--- src/design/bcr_regs.svh ---
/*
 * register offsets, field positions, reset values and opcode encodings
 * of the branch, call and return decoder.
 * assumes inclusion by bare name from the design files.
 */
`ifndef BCR_REGS_SVH
`define BCR_REGS_SVH

// ---------------------------------------------------------------
// register byte offsets
// ---------------------------------------------------------------
`define ADDR_CTRL          8'h00
`define ADDR_FLAGS         8'h04
`define ADDR_PC            8'h08
`define ADDR_STAT          8'h0c

// ---------------------------------------------------------------
// field positions
// ---------------------------------------------------------------
`define CTRL_RUN_BIT       0
`define FLAG_C_BIT         0
`define FLAG_Z_BIT         1
`define FLAG_G_BIT         2
`define STAT_MIE_BIT       8
`define STAT_MIE_SAVED_BIT 9
`define STAT_OVF_BIT       16
`define STAT_UNF_BIT       17

// ---------------------------------------------------------------
// widths and reset values
// ---------------------------------------------------------------
`define PC_W               15
`define SP_W               4
`define STACK_DEPTH        8
`define PC_RST             15'h0000
`define FLAGS_RST          3'h0
`define MIE_RST            1'b0

// ---------------------------------------------------------------
// opcode encodings
// ---------------------------------------------------------------
`define OPC_FAR_CALL       16'h0015
`define OPC_RET            16'h000b
`define OPC_IRET           16'h000c
`define OPC_NMRET          16'h000d
`define OPC_IRQ_EN         16'h000e
`define OPC_IRQ_MASK       16'h0007
`define NEAR_CALL_PFX      4'hf
`define COND_EXTRA         2'b00
`define COND_CARRY         2'b01
`define COND_ZERO          2'b10
`define COND_CZ            2'b11

`endif

--- src/design/bcr_pkg.sv ---
/*
 * types shared by the branch, call and return decoder.
 * assumes nothing of its surroundings.
 */
package bcr_pkg;

    typedef struct packed {
        logic g;
        logic z;
        logic c;
    } flags_t;

    typedef enum logic [3:0] {
        OP_BRANCH,
        OP_FAR_CALL,
        OP_NEAR_CALL,
        OP_RET,
        OP_IRET,
        OP_NMRET,
        OP_IRQ_EN,
        OP_IRQ_MASK,
        OP_OTHER
    } op_t;

    typedef enum logic {
        ST_EXEC,
        ST_FAR_2
    } state_t;

endpackage : bcr_pkg

--- src/design/branch_call_return_decode.sv ---
/*
 * branch, call and return execution for a 4-bit core, with an
 * ahb-lite register slave for control, flags and status.
 * assumes program memory answers prog_addr combinationally within the
 * cycle, and that interrupt take pulses come from the same clock.
 */
// Implementation choices: the register addresses and the AHB-Lite register port.
// Overview of operation
// (RULE_01) carry set: pc becomes next address plus displacement, one cycle.
// (RULE_02) carry clear: branch to next address plus displacement.
// (RULE_03) zero set: branch to next address plus displacement.
// (RULE_04) zero clear: branch to next address plus displacement.
// (RULE_05) less-or-equal branch taken when carry or zero set, else fall through.
// (RULE_06) greater branch taken only when carry and zero both clear.
// (RULE_07) extra flag clear branches; no conditional branch changes a flag.
// (RULE_08) far call pushes pc, loads 15-bit target, sp plus one, two cycles.
// (RULE_09) near call pushes pc, replaces pc bits 11..0, sp plus one.
// (RULE_10) return loads stacked value plus one, sp minus one, one cycle.
// (RULE_11) interrupt return acts as return and sets the interrupt enable.
// (RULE_12) nonmaskable return restores the enable saved at nonmaskable interrupt entry.
// (RULE_13) displacement is a signed two's-complement byte.
// (RULE_14) enable op sets, mask op clears the interrupt enable, one cycle.
`timescale 1ns/1ns
`include "bcr_regs.svh"

module branch_call_return_decode (
    input  wire logic                hclk,
    input  wire logic                hresetn,
    input  wire logic                hsel,
    input  wire logic [31:0]         haddr,
    input  wire logic [1:0]          htrans,
    input  wire logic                hwrite,
    input  wire logic [2:0]          hsize,
    input  wire logic [31:0]         hwdata,
    input  wire logic                hready,
    output logic      [31:0]         hrdata,
    output logic                     hreadyout,
    output logic                     hresp,
    output logic      [`PC_W-1:0]    prog_addr,
    input  wire logic [15:0]         prog_data,
    input  wire logic                irq_take,
    input  wire logic                nmi_take,
    input  wire logic [`PC_W-1:0]    irq_vector,
    output logic                     master_irq_enable
);

    bcr_pkg::flags_t    flags_reg;
    bcr_pkg::state_t    state_reg;
    bcr_pkg::op_t       cur_op;
    logic [`PC_W-1:0]   pc_reg;
    logic [`PC_W-1:0]   pc_next;
    logic               run_reg;
    logic               mie_reg;
    logic               mie_saved_reg;
    logic               ovf_reg;
    logic               unf_reg;
    logic               wr_pend_reg;
    logic [7:0]         addr_q_reg;
    logic [31:0]        hrdata_reg;
    logic [31:0]        rd_next;
    logic               addr_phase;
    logic               exec_now;
    logic               take_now;
    logic               push;
    logic               pop;
    logic [`PC_W-1:0]   push_data;
    logic [`PC_W-1:0]   top_data;
    logic [`SP_W-1:0]   sp;
    logic               full;
    logic               empty;
    logic [`PC_W-1:0]   rel_target;
    logic               ovf_set;
    logic               unf_set;
    logic               bus_wr_stat;

    // ---------------------------------------------------------------
    // decode helpers
    // ---------------------------------------------------------------
    function automatic bcr_pkg::op_t decode_op(input logic [15:0] w);
        bcr_pkg::op_t op;
        op = bcr_pkg::OP_OTHER;
        if (w[15:12] == 4'h0 && w[11] && (w[10:9] != 2'b00 || !w[7]))
            op = bcr_pkg::OP_BRANCH;
        else if (w[15:12] == `NEAR_CALL_PFX)
            op = bcr_pkg::OP_NEAR_CALL;
        else if (w == `OPC_FAR_CALL)
            op = bcr_pkg::OP_FAR_CALL;
        else if (w == `OPC_RET)
            op = bcr_pkg::OP_RET;
        else if (w == `OPC_IRET)
            op = bcr_pkg::OP_IRET;
        else if (w == `OPC_NMRET)
            op = bcr_pkg::OP_NMRET;
        else if (w == `OPC_IRQ_EN)
            op = bcr_pkg::OP_IRQ_EN;
        else if (w == `OPC_IRQ_MASK)
            op = bcr_pkg::OP_IRQ_MASK;
        return op;
    endfunction : decode_op

    function automatic logic branch_cond(input logic [15:0] w,
                                         input bcr_pkg::flags_t f);
        logic t;
        t = 1'b0;
        case (w[10:9])
            `COND_CARRY: t = w[7] ? !f.c : f.c;                // RULE_01
            `COND_ZERO:  t = w[7] ? !f.z : f.z;        // RULE_03 RULE_04
            `COND_CZ:    t = (f.c | f.z) ^ w[7];       // RULE_05 RULE_06
            default:     t = !f.g;                             // RULE_07
        endcase
        return t;
    endfunction : branch_cond

    assign cur_op     = decode_op(prog_data);
    assign take_now   = run_reg && state_reg == bcr_pkg::ST_EXEC &&
                        (irq_take || nmi_take);
    assign exec_now   = run_reg && state_reg == bcr_pkg::ST_EXEC &&
                        !irq_take && !nmi_take;
    // signed byte, bit 8 of the word is the sign
    assign rel_target = pc_reg + `PC_W'(1) +
                        {{7{prog_data[8]}}, prog_data[8],
                         prog_data[6:0]};                      // RULE_13

    // ---------------------------------------------------------------
    // return stack
    // ---------------------------------------------------------------
    always_comb begin
        push      = 1'b0;
        pop       = 1'b0;
        push_data = pc_reg;
        if (take_now) begin
            push      = 1'b1;
            push_data = pc_reg - `PC_W'(1);
        end else if (state_reg == bcr_pkg::ST_FAR_2) begin
            push = 1'b1;                                       // RULE_08
        end else if (exec_now) begin
            case (cur_op)
                bcr_pkg::OP_NEAR_CALL: push = 1'b1;            // RULE_09
                bcr_pkg::OP_RET,
                bcr_pkg::OP_IRET,
                bcr_pkg::OP_NMRET:     pop = 1'b1;             // RULE_10
                default:               pop = 1'b0;
            endcase
        end
    end

    assign ovf_set = push && full;
    assign unf_set = pop && empty;

    return_stack u_stack (
        .hclk      (hclk),
        .hresetn   (hresetn),
        .push      (push),
        .pop       (pop),
        .push_data (push_data),
        .top_data  (top_data),
        .sp        (sp),
        .full      (full),
        .empty     (empty)
    );

    // ---------------------------------------------------------------
    // program counter
    // ---------------------------------------------------------------
    always_comb begin
        pc_next = pc_reg;
        if (take_now) begin
            pc_next = irq_vector;
        end else if (state_reg == bcr_pkg::ST_FAR_2) begin
            pc_next = prog_data[`PC_W-1:0];                    // RULE_08
        end else if (exec_now) begin
            case (cur_op)
                bcr_pkg::OP_BRANCH:
                    pc_next = branch_cond(prog_data, flags_reg) ?
                              rel_target : pc_reg + `PC_W'(1); // RULE_02
                bcr_pkg::OP_NEAR_CALL:
                    pc_next = {pc_reg[`PC_W-1:12],
                               prog_data[11:0]};               // RULE_09
                bcr_pkg::OP_RET,
                bcr_pkg::OP_IRET,
                bcr_pkg::OP_NMRET:
                    pc_next = empty ? pc_reg + `PC_W'(1) :
                              top_data + `PC_W'(1);            // RULE_10
                default:
                    pc_next = pc_reg + `PC_W'(1);
            endcase
        end
    end

    always_ff @(posedge hclk or negedge hresetn) begin
        if (!hresetn) begin
            pc_reg <= `PC_RST;
        end else if (wr_pend_reg && addr_q_reg == `ADDR_PC && !run_reg) begin
            pc_reg <= hwdata[`PC_W-1:0];
        end else begin
            pc_reg <= pc_next;
        end
    end

    // ---------------------------------------------------------------
    // sequencer
    // ---------------------------------------------------------------
    always_ff @(posedge hclk or negedge hresetn) begin
        if (!hresetn) begin
            state_reg <= bcr_pkg::ST_EXEC;
        end else begin
            case (state_reg)
                bcr_pkg::ST_EXEC:
                    if (exec_now && cur_op == bcr_pkg::OP_FAR_CALL) begin
                        state_reg <= bcr_pkg::ST_FAR_2;        // RULE_08
                    end
                bcr_pkg::ST_FAR_2:
                    state_reg <= bcr_pkg::ST_EXEC;
                default:
                    state_reg <= bcr_pkg::ST_EXEC;
            endcase
        end
    end

    // ---------------------------------------------------------------
    // master interrupt enable
    // ---------------------------------------------------------------
    always_ff @(posedge hclk or negedge hresetn) begin
        if (!hresetn) begin
            mie_reg       <= `MIE_RST;
            mie_saved_reg <= `MIE_RST;
        end else if (take_now) begin
            mie_reg <= 1'b0;
            if (nmi_take) begin
                mie_saved_reg <= mie_reg;                      // RULE_12
            end
        end else if (exec_now) begin
            case (cur_op)
                bcr_pkg::OP_IRET:      mie_reg <= 1'b1;        // RULE_11
                bcr_pkg::OP_NMRET:     mie_reg <= mie_saved_reg; // RULE_12
                bcr_pkg::OP_IRQ_EN:    mie_reg <= 1'b1;        // RULE_14
                bcr_pkg::OP_IRQ_MASK:  mie_reg <= 1'b0;        // RULE_14
                default:               mie_reg <= mie_reg;
            endcase
        end
    end

    assign master_irq_enable = mie_reg;
    assign prog_addr         = pc_reg;

    // ---------------------------------------------------------------
    // ahb-lite slave
    // ---------------------------------------------------------------
    assign addr_phase  = hsel && htrans[1] && hready;
    assign hreadyout   = 1'b1;
    assign hresp       = 1'b0;
    assign hrdata      = hrdata_reg;
    assign bus_wr_stat = wr_pend_reg && addr_q_reg == `ADDR_STAT;

    always_ff @(posedge hclk or negedge hresetn) begin
        if (!hresetn) begin
            wr_pend_reg <= 1'b0;
            addr_q_reg  <= 8'h00;
        end else begin
            wr_pend_reg <= addr_phase && hwrite;
            addr_q_reg  <= haddr[7:0];
        end
    end

    always_comb begin
        rd_next = 32'h0000_0000;
        case (haddr[7:0])
            `ADDR_CTRL:  rd_next[`CTRL_RUN_BIT] = run_reg;
            `ADDR_FLAGS: rd_next[2:0] = flags_reg;
            `ADDR_PC:    rd_next[`PC_W-1:0] = pc_reg;
            `ADDR_STAT: begin
                rd_next[`SP_W-1:0]          = sp;
                rd_next[`STAT_MIE_BIT]       = mie_reg;
                rd_next[`STAT_MIE_SAVED_BIT] = mie_saved_reg;
                rd_next[`STAT_OVF_BIT]       = ovf_reg;
                rd_next[`STAT_UNF_BIT]       = unf_reg;
            end
            default:     rd_next = 32'h0000_0000;
        endcase
    end

    always_ff @(posedge hclk or negedge hresetn) begin
        if (!hresetn) begin
            hrdata_reg <= 32'h0000_0000;
        end else if (addr_phase && !hwrite) begin
            hrdata_reg <= rd_next;
        end
    end

    always_ff @(posedge hclk or negedge hresetn) begin
        if (!hresetn) begin
            run_reg <= 1'b0;
        end else if (wr_pend_reg && addr_q_reg == `ADDR_CTRL) begin
            run_reg <= hwdata[`CTRL_RUN_BIT];
        end
    end

    // flags change only by bus write, never by a branch
    always_ff @(posedge hclk or negedge hresetn) begin
        if (!hresetn) begin
            flags_reg <= `FLAGS_RST;
        end else if (wr_pend_reg && addr_q_reg == `ADDR_FLAGS) begin
            flags_reg <= hwdata[2:0];                          // RULE_07
        end
    end

    // sticky errors, write one to clear, a new event wins
    always_ff @(posedge hclk or negedge hresetn) begin
        if (!hresetn) begin
            ovf_reg <= 1'b0;
            unf_reg <= 1'b0;
        end else begin
            ovf_reg <= (ovf_reg & !(bus_wr_stat && hwdata[`STAT_OVF_BIT]))
                       | ovf_set;
            unf_reg <= (unf_reg & !(bus_wr_stat && hwdata[`STAT_UNF_BIT]))
                       | unf_set;
        end
    end
endmodule : branch_call_return_decode

--- src/design/return_stack.sv ---
/*
 * return address stack held in flip-flops.
 * assumes push and pop never arrive in the same cycle.
 */
`timescale 1ns/1ns
`include "bcr_regs.svh"

module return_stack (
    input  wire logic                 hclk,
    input  wire logic                 hresetn,
    input  wire logic                 push,
    input  wire logic                 pop,
    input  wire logic [`PC_W-1:0]     push_data,
    output logic      [`PC_W-1:0]     top_data,
    output logic      [`SP_W-1:0]     sp,
    output logic                      full,
    output logic                      empty
);

    logic [`PC_W-1:0] entry_reg [`STACK_DEPTH];
    logic [`SP_W-1:0] sp_reg;
    logic [`SP_W-1:0] top_idx;

    assign full     = (sp_reg == `SP_W'(`STACK_DEPTH));
    assign empty    = (sp_reg == `SP_W'(0));
    assign sp       = sp_reg;
    assign top_idx  = sp_reg - `SP_W'(1);
    assign top_data = entry_reg[top_idx[`SP_W-2:0]];

    // ---------------------------------------------------------------
    // storage
    // ---------------------------------------------------------------
    for (genvar i = 0; i < `STACK_DEPTH; i++) begin : g_entry
        always_ff @(posedge hclk or negedge hresetn) begin
            if (!hresetn) begin
                entry_reg[i] <= `PC_RST;
            end else if (push && !full && sp_reg == `SP_W'(i)) begin
                entry_reg[i] <= push_data;
            end
        end
    end

    // ---------------------------------------------------------------
    // pointer
    // ---------------------------------------------------------------
    always_ff @(posedge hclk or negedge hresetn) begin
        if (!hresetn) begin
            sp_reg <= `SP_W'(0);
        end else if (push && !full) begin
            sp_reg <= sp_reg + `SP_W'(1);
        end else if (pop && !empty) begin
            sp_reg <= sp_reg - `SP_W'(1);
        end
    end

endmodule : return_stack

--- config.mk ---
export PLATFORM = sky130hd
export DESIGN_NAME = branch_call_return_decode
export DESIGN_NICKNAME = d
export VERILOG_FILES = /design/src/design/bcr_pkg.sv /design/src/design/branch_call_return_decode.sv /design/src/design/return_stack.sv
export VERILOG_INCLUDE_DIRS = /design/src /design/src/design
export SDC_FILE = /design/constraint.sdc
export NUM_CORES = 1
export LEC_CHECK = 0
export ABC_CLOCK_PERIOD_IN_PS = 3600
export BUFFER_PORTS_ARGS = -buffer_cell sky130_fd_sc_hd__buf_2
export CAP_MARGIN = 20
export CELL_PAD_IN_SITES_DETAIL_PLACEMENT = 1
export CELL_PAD_IN_SITES_GLOBAL_PLACEMENT = 2
export CORE_MARGIN = 2
export CORE_UTILIZATION = 36
export DETAILED_ROUTE_END_ITERATION = 16
export PLACE_DENSITY = 0.81
export SYNTH_ARGS = -nofsm -noshare
export SYNTH_HDL_FRONTEND = slang
export SYNTH_SLANG_ARGS = --single-unit
--- constraint.sdc ---
create_clock -name hclk -period 3.6 [get_ports hclk]
set_input_delay 0.9 -clock hclk [delete_from_list [all_inputs] [get_ports hclk]]
set_output_delay 0.9 -clock hclk [all_outputs]
set_load 0.02 [all_outputs]
==> flow_summary.toml <==
[outcome]
status = "finished, final reports clean"

[synthesis]
synth_most_common_cell = "nand2_1"
async_flop_share = 1.00
yosys_warnings = 0
synth_edf_count = 0
ys_seq_elements = 174
netlist_instances = 1081
synthDominantCellAreaShare = 0.429
syn_area_sq_um = 10200
ys.flop_type = "dfrtp_1"
syn_avg_cell_area_sq_um = 9.39
synth_common_cells = "nand2_1 (228), dfrtp_1 (174), o21ai_0 (149), clkbuf_1 (56), nor2_1 (45)"
yosysTopAreaCell = "dfrtp_1"
synthTopCellsByArea = "dfrtp_1 (43%), nand2_1 (8.4%), o21ai_0 (7.3%)"
synth-seq-area-share = 0.429
synth.distinct_cells = 80

[power_and_ir_drop]
sequentialPowerShare = 0.415
power_density_nw_per_um2 = 415
p_clk_frac = 0.391
leakage_nw = 5.30
power.switching_mw = 1.55
sw_frac_of_total = 0.314
p_int_mw = 3.37
p_comb_frac = 0.195
ir_worst_vdd_mv = 0.332

[clock_network]
htree_levels = 4
cts_sinks = 174
clockBufferDepth = 2
numCtsBuffers = 17
path_clk_slew_ns = 0.08
cts_tree = "yes"
clk-insertion-delay-late_ns = 0.44
root_buffer = "clkbuf_16"

[worst_setup_path]
cp.required_ns = 3.96
cp.arrival_ns = 3.78
critPathKind = "flip-flop to flip-flop"
end_kind = "flip-flop"
crit_fanout = 10
cp-start-kind = "flip-flop"

[place]
io_buffer_count = 96
pre_cts_ws_ns = 0.0478
hpwlAfterDp_um = 24400
gp_congestion = 0.902

[global_routing]
antenna_found_initial = 0
grt_max_degree = 75
grt-ovfl-total = 0
grt_pass1_wl_um = 51900
grt.total_usage = 0.234
grt_pass1_vias = 8966

[sta]
grt_setup_unrepaired = "false"
finalWorstPathRequiredPeriod_ns = 3.41
setup_viol = 0
fin_worst_skew_ns = 0.0168
max-slew-margin-rel = 0.457
timing.fmax_ghz = 0.293
drv_slew = 0
finalSetupTns_ns = 0
worstMarginPinSlew_ns = 0.814
final.period_utilization = 0.948
setup_slack_ns = 0.188
hold_viol_final = 0

[route]
met3WireLength_um = 1330
vias = 8679
ant_nets = 0
wl_met1_um = 15000
first_pass_iters = 5
via_per_inst = 5.51
drtIter0Drc = 647
post-route-drc-count = 0
wirelength_um = 33400
post_drt_wl_per_cell_um = 21.2
routed-wl-met2_um = 16200
highest_layer = "met4"

[die]
die_x_um = 172
die_h_um = 172
dieArea_sq_um = 29600
placeableCoreArea_sq_um = 27800
num_io_pins = 157
rows = 61
start_util = 0.365

[cells_and_area]
fin_nets = 1314
insertedDiodeCount = 0
largest_register_ffs = 120
area_delta_synth_final_pct = 16.7
drive_gt1_frac = 0.196

[flow_run]
cap_violations = 0

[hold_path]
min_path_type = "primary input to async pin"
[worst paths after layout]
path / slack, ns / endpoint / startpoint / cells past startpoint
max in group asynchronous: 2.29 / prog_addr[5] / hresetn / 2
min in group hclk: 0.47 / hrdata[14] / hrdata[14] / 2
setup reg to reg: 0.19 / prog_addr[13] / prog_addr[0] / 12
hold reg to reg: 0.47 / hrdata[14] / hrdata[14] / 2
hold / removal: 0.47 / u_stack.entry_reg[3] / hresetn / 1
setup / recovery: 0.19 / prog_addr[13] / prog_addr[0] / 12
[layer usage]
metal / vias to the layer above / GRT usage
li1: 4056 / -
met2: 229 / 0.397
met5: - / 0
met3: 41 / 0.0330
met4: 0 / 0.0793
met1: 4353 / 0.306
[cell usage in the layout (no fill, tap or decap), types with 8 or more instances in the layout]
master / n
nand2_1: 228
dfrtp_1: 173
o21ai_0: 149
buf_2: 95
buf_4: 57
nor2_1: 45
xnor2_1: 36
a21oi_1: 32
nand3_1: 26
ha_1: 21
mux4_2: 18
xor2_1: 17
conb_1: 17
clkbuf_16: 17
inv_1: 15
nor3_1: 14
mux4_1: 13
and3_1: 11
nand4_1: 10
a21o_1: 10
a22oi_1: 10
a221oi_1: 10
mux2i_1: 9
nand2b_1: 8
or3_1: 8
mux2_2: 8
[per-stage QoR]
step | utilization | power (mW) | cells | hold slack (ns) | cell area, sq um
after floorplan | - | 2.67 | 1096 | 0.442 | 10200
after global placement | 0.403 | 3.01 | 1544 | 0.454 | 11200
after detailed placement | 0.403 | 3.02 | 1544 | 0.464 | 11200
after CTS | 0.426 | 4.97 | 1576 | 0.481 | 11800
after global routing | 0.426 | 5.13 | 1576 | 0.499 | 11800
final | 0.426 | 4.92 | 1576 | 0.472 | 11800
[repair_timing]
action                     4_1_cts  5_1_grt
setup buffers                    0        0
hold buffers                     0        0
setup endpoints to repair        0        1
resized for setup                0        3
[worst max-delay path, cell delays in order (launching register included)]
cell       delay, ns
dfrtp_1         0.37
buf_4           0.20
and3_1          0.27
nand3_1         0.12
xnor2_1         0.23
ha_1            0.30
buf_4           0.16
a2111oi_0       0.39
a21boi_1        0.30
nor4_1          0.13
or4b_1          0.52
a21o_1          0.17
a32oi_1         0.18
[kinds of logic (layout without fill, tap and decap cells)]
kind of cell    count (synthesis)  in the layout  synth area share
compound gates                284            284             0.172
other cells                     2             17          0.000740
mux                            48             48            0.0913
buf+inv                       101            203            0.0500
fa+ha+maj                      22             22            0.0279
flops                         174            174             0.429
xor+xnor                       55             55            0.0512
simple gates                  395            395             0.178
[power by group through the flow]
stage               Sequential [mW]  Combinational (mW)  Clock [mW]
floorplan                      2.09               0.580           0
global placement               2.07               0.932           0
detailed placement             2.08               0.947           0
CTS                            2.04               0.951        1.98
global route                   2.05                1.04        2.05
finish                         2.04               0.957        1.92
[area by class of cell]
cell class	instances	area [sq um]
clock buffer	17	425
clock inverter	15	194
fill	3258	15900
inverter	15	56.3
multi-input combinational	821	5370
sequential	174	4360
tap	378	473
timing repair buffer	156	975
No activity file was read; power rests on OpenSTA's default activity.
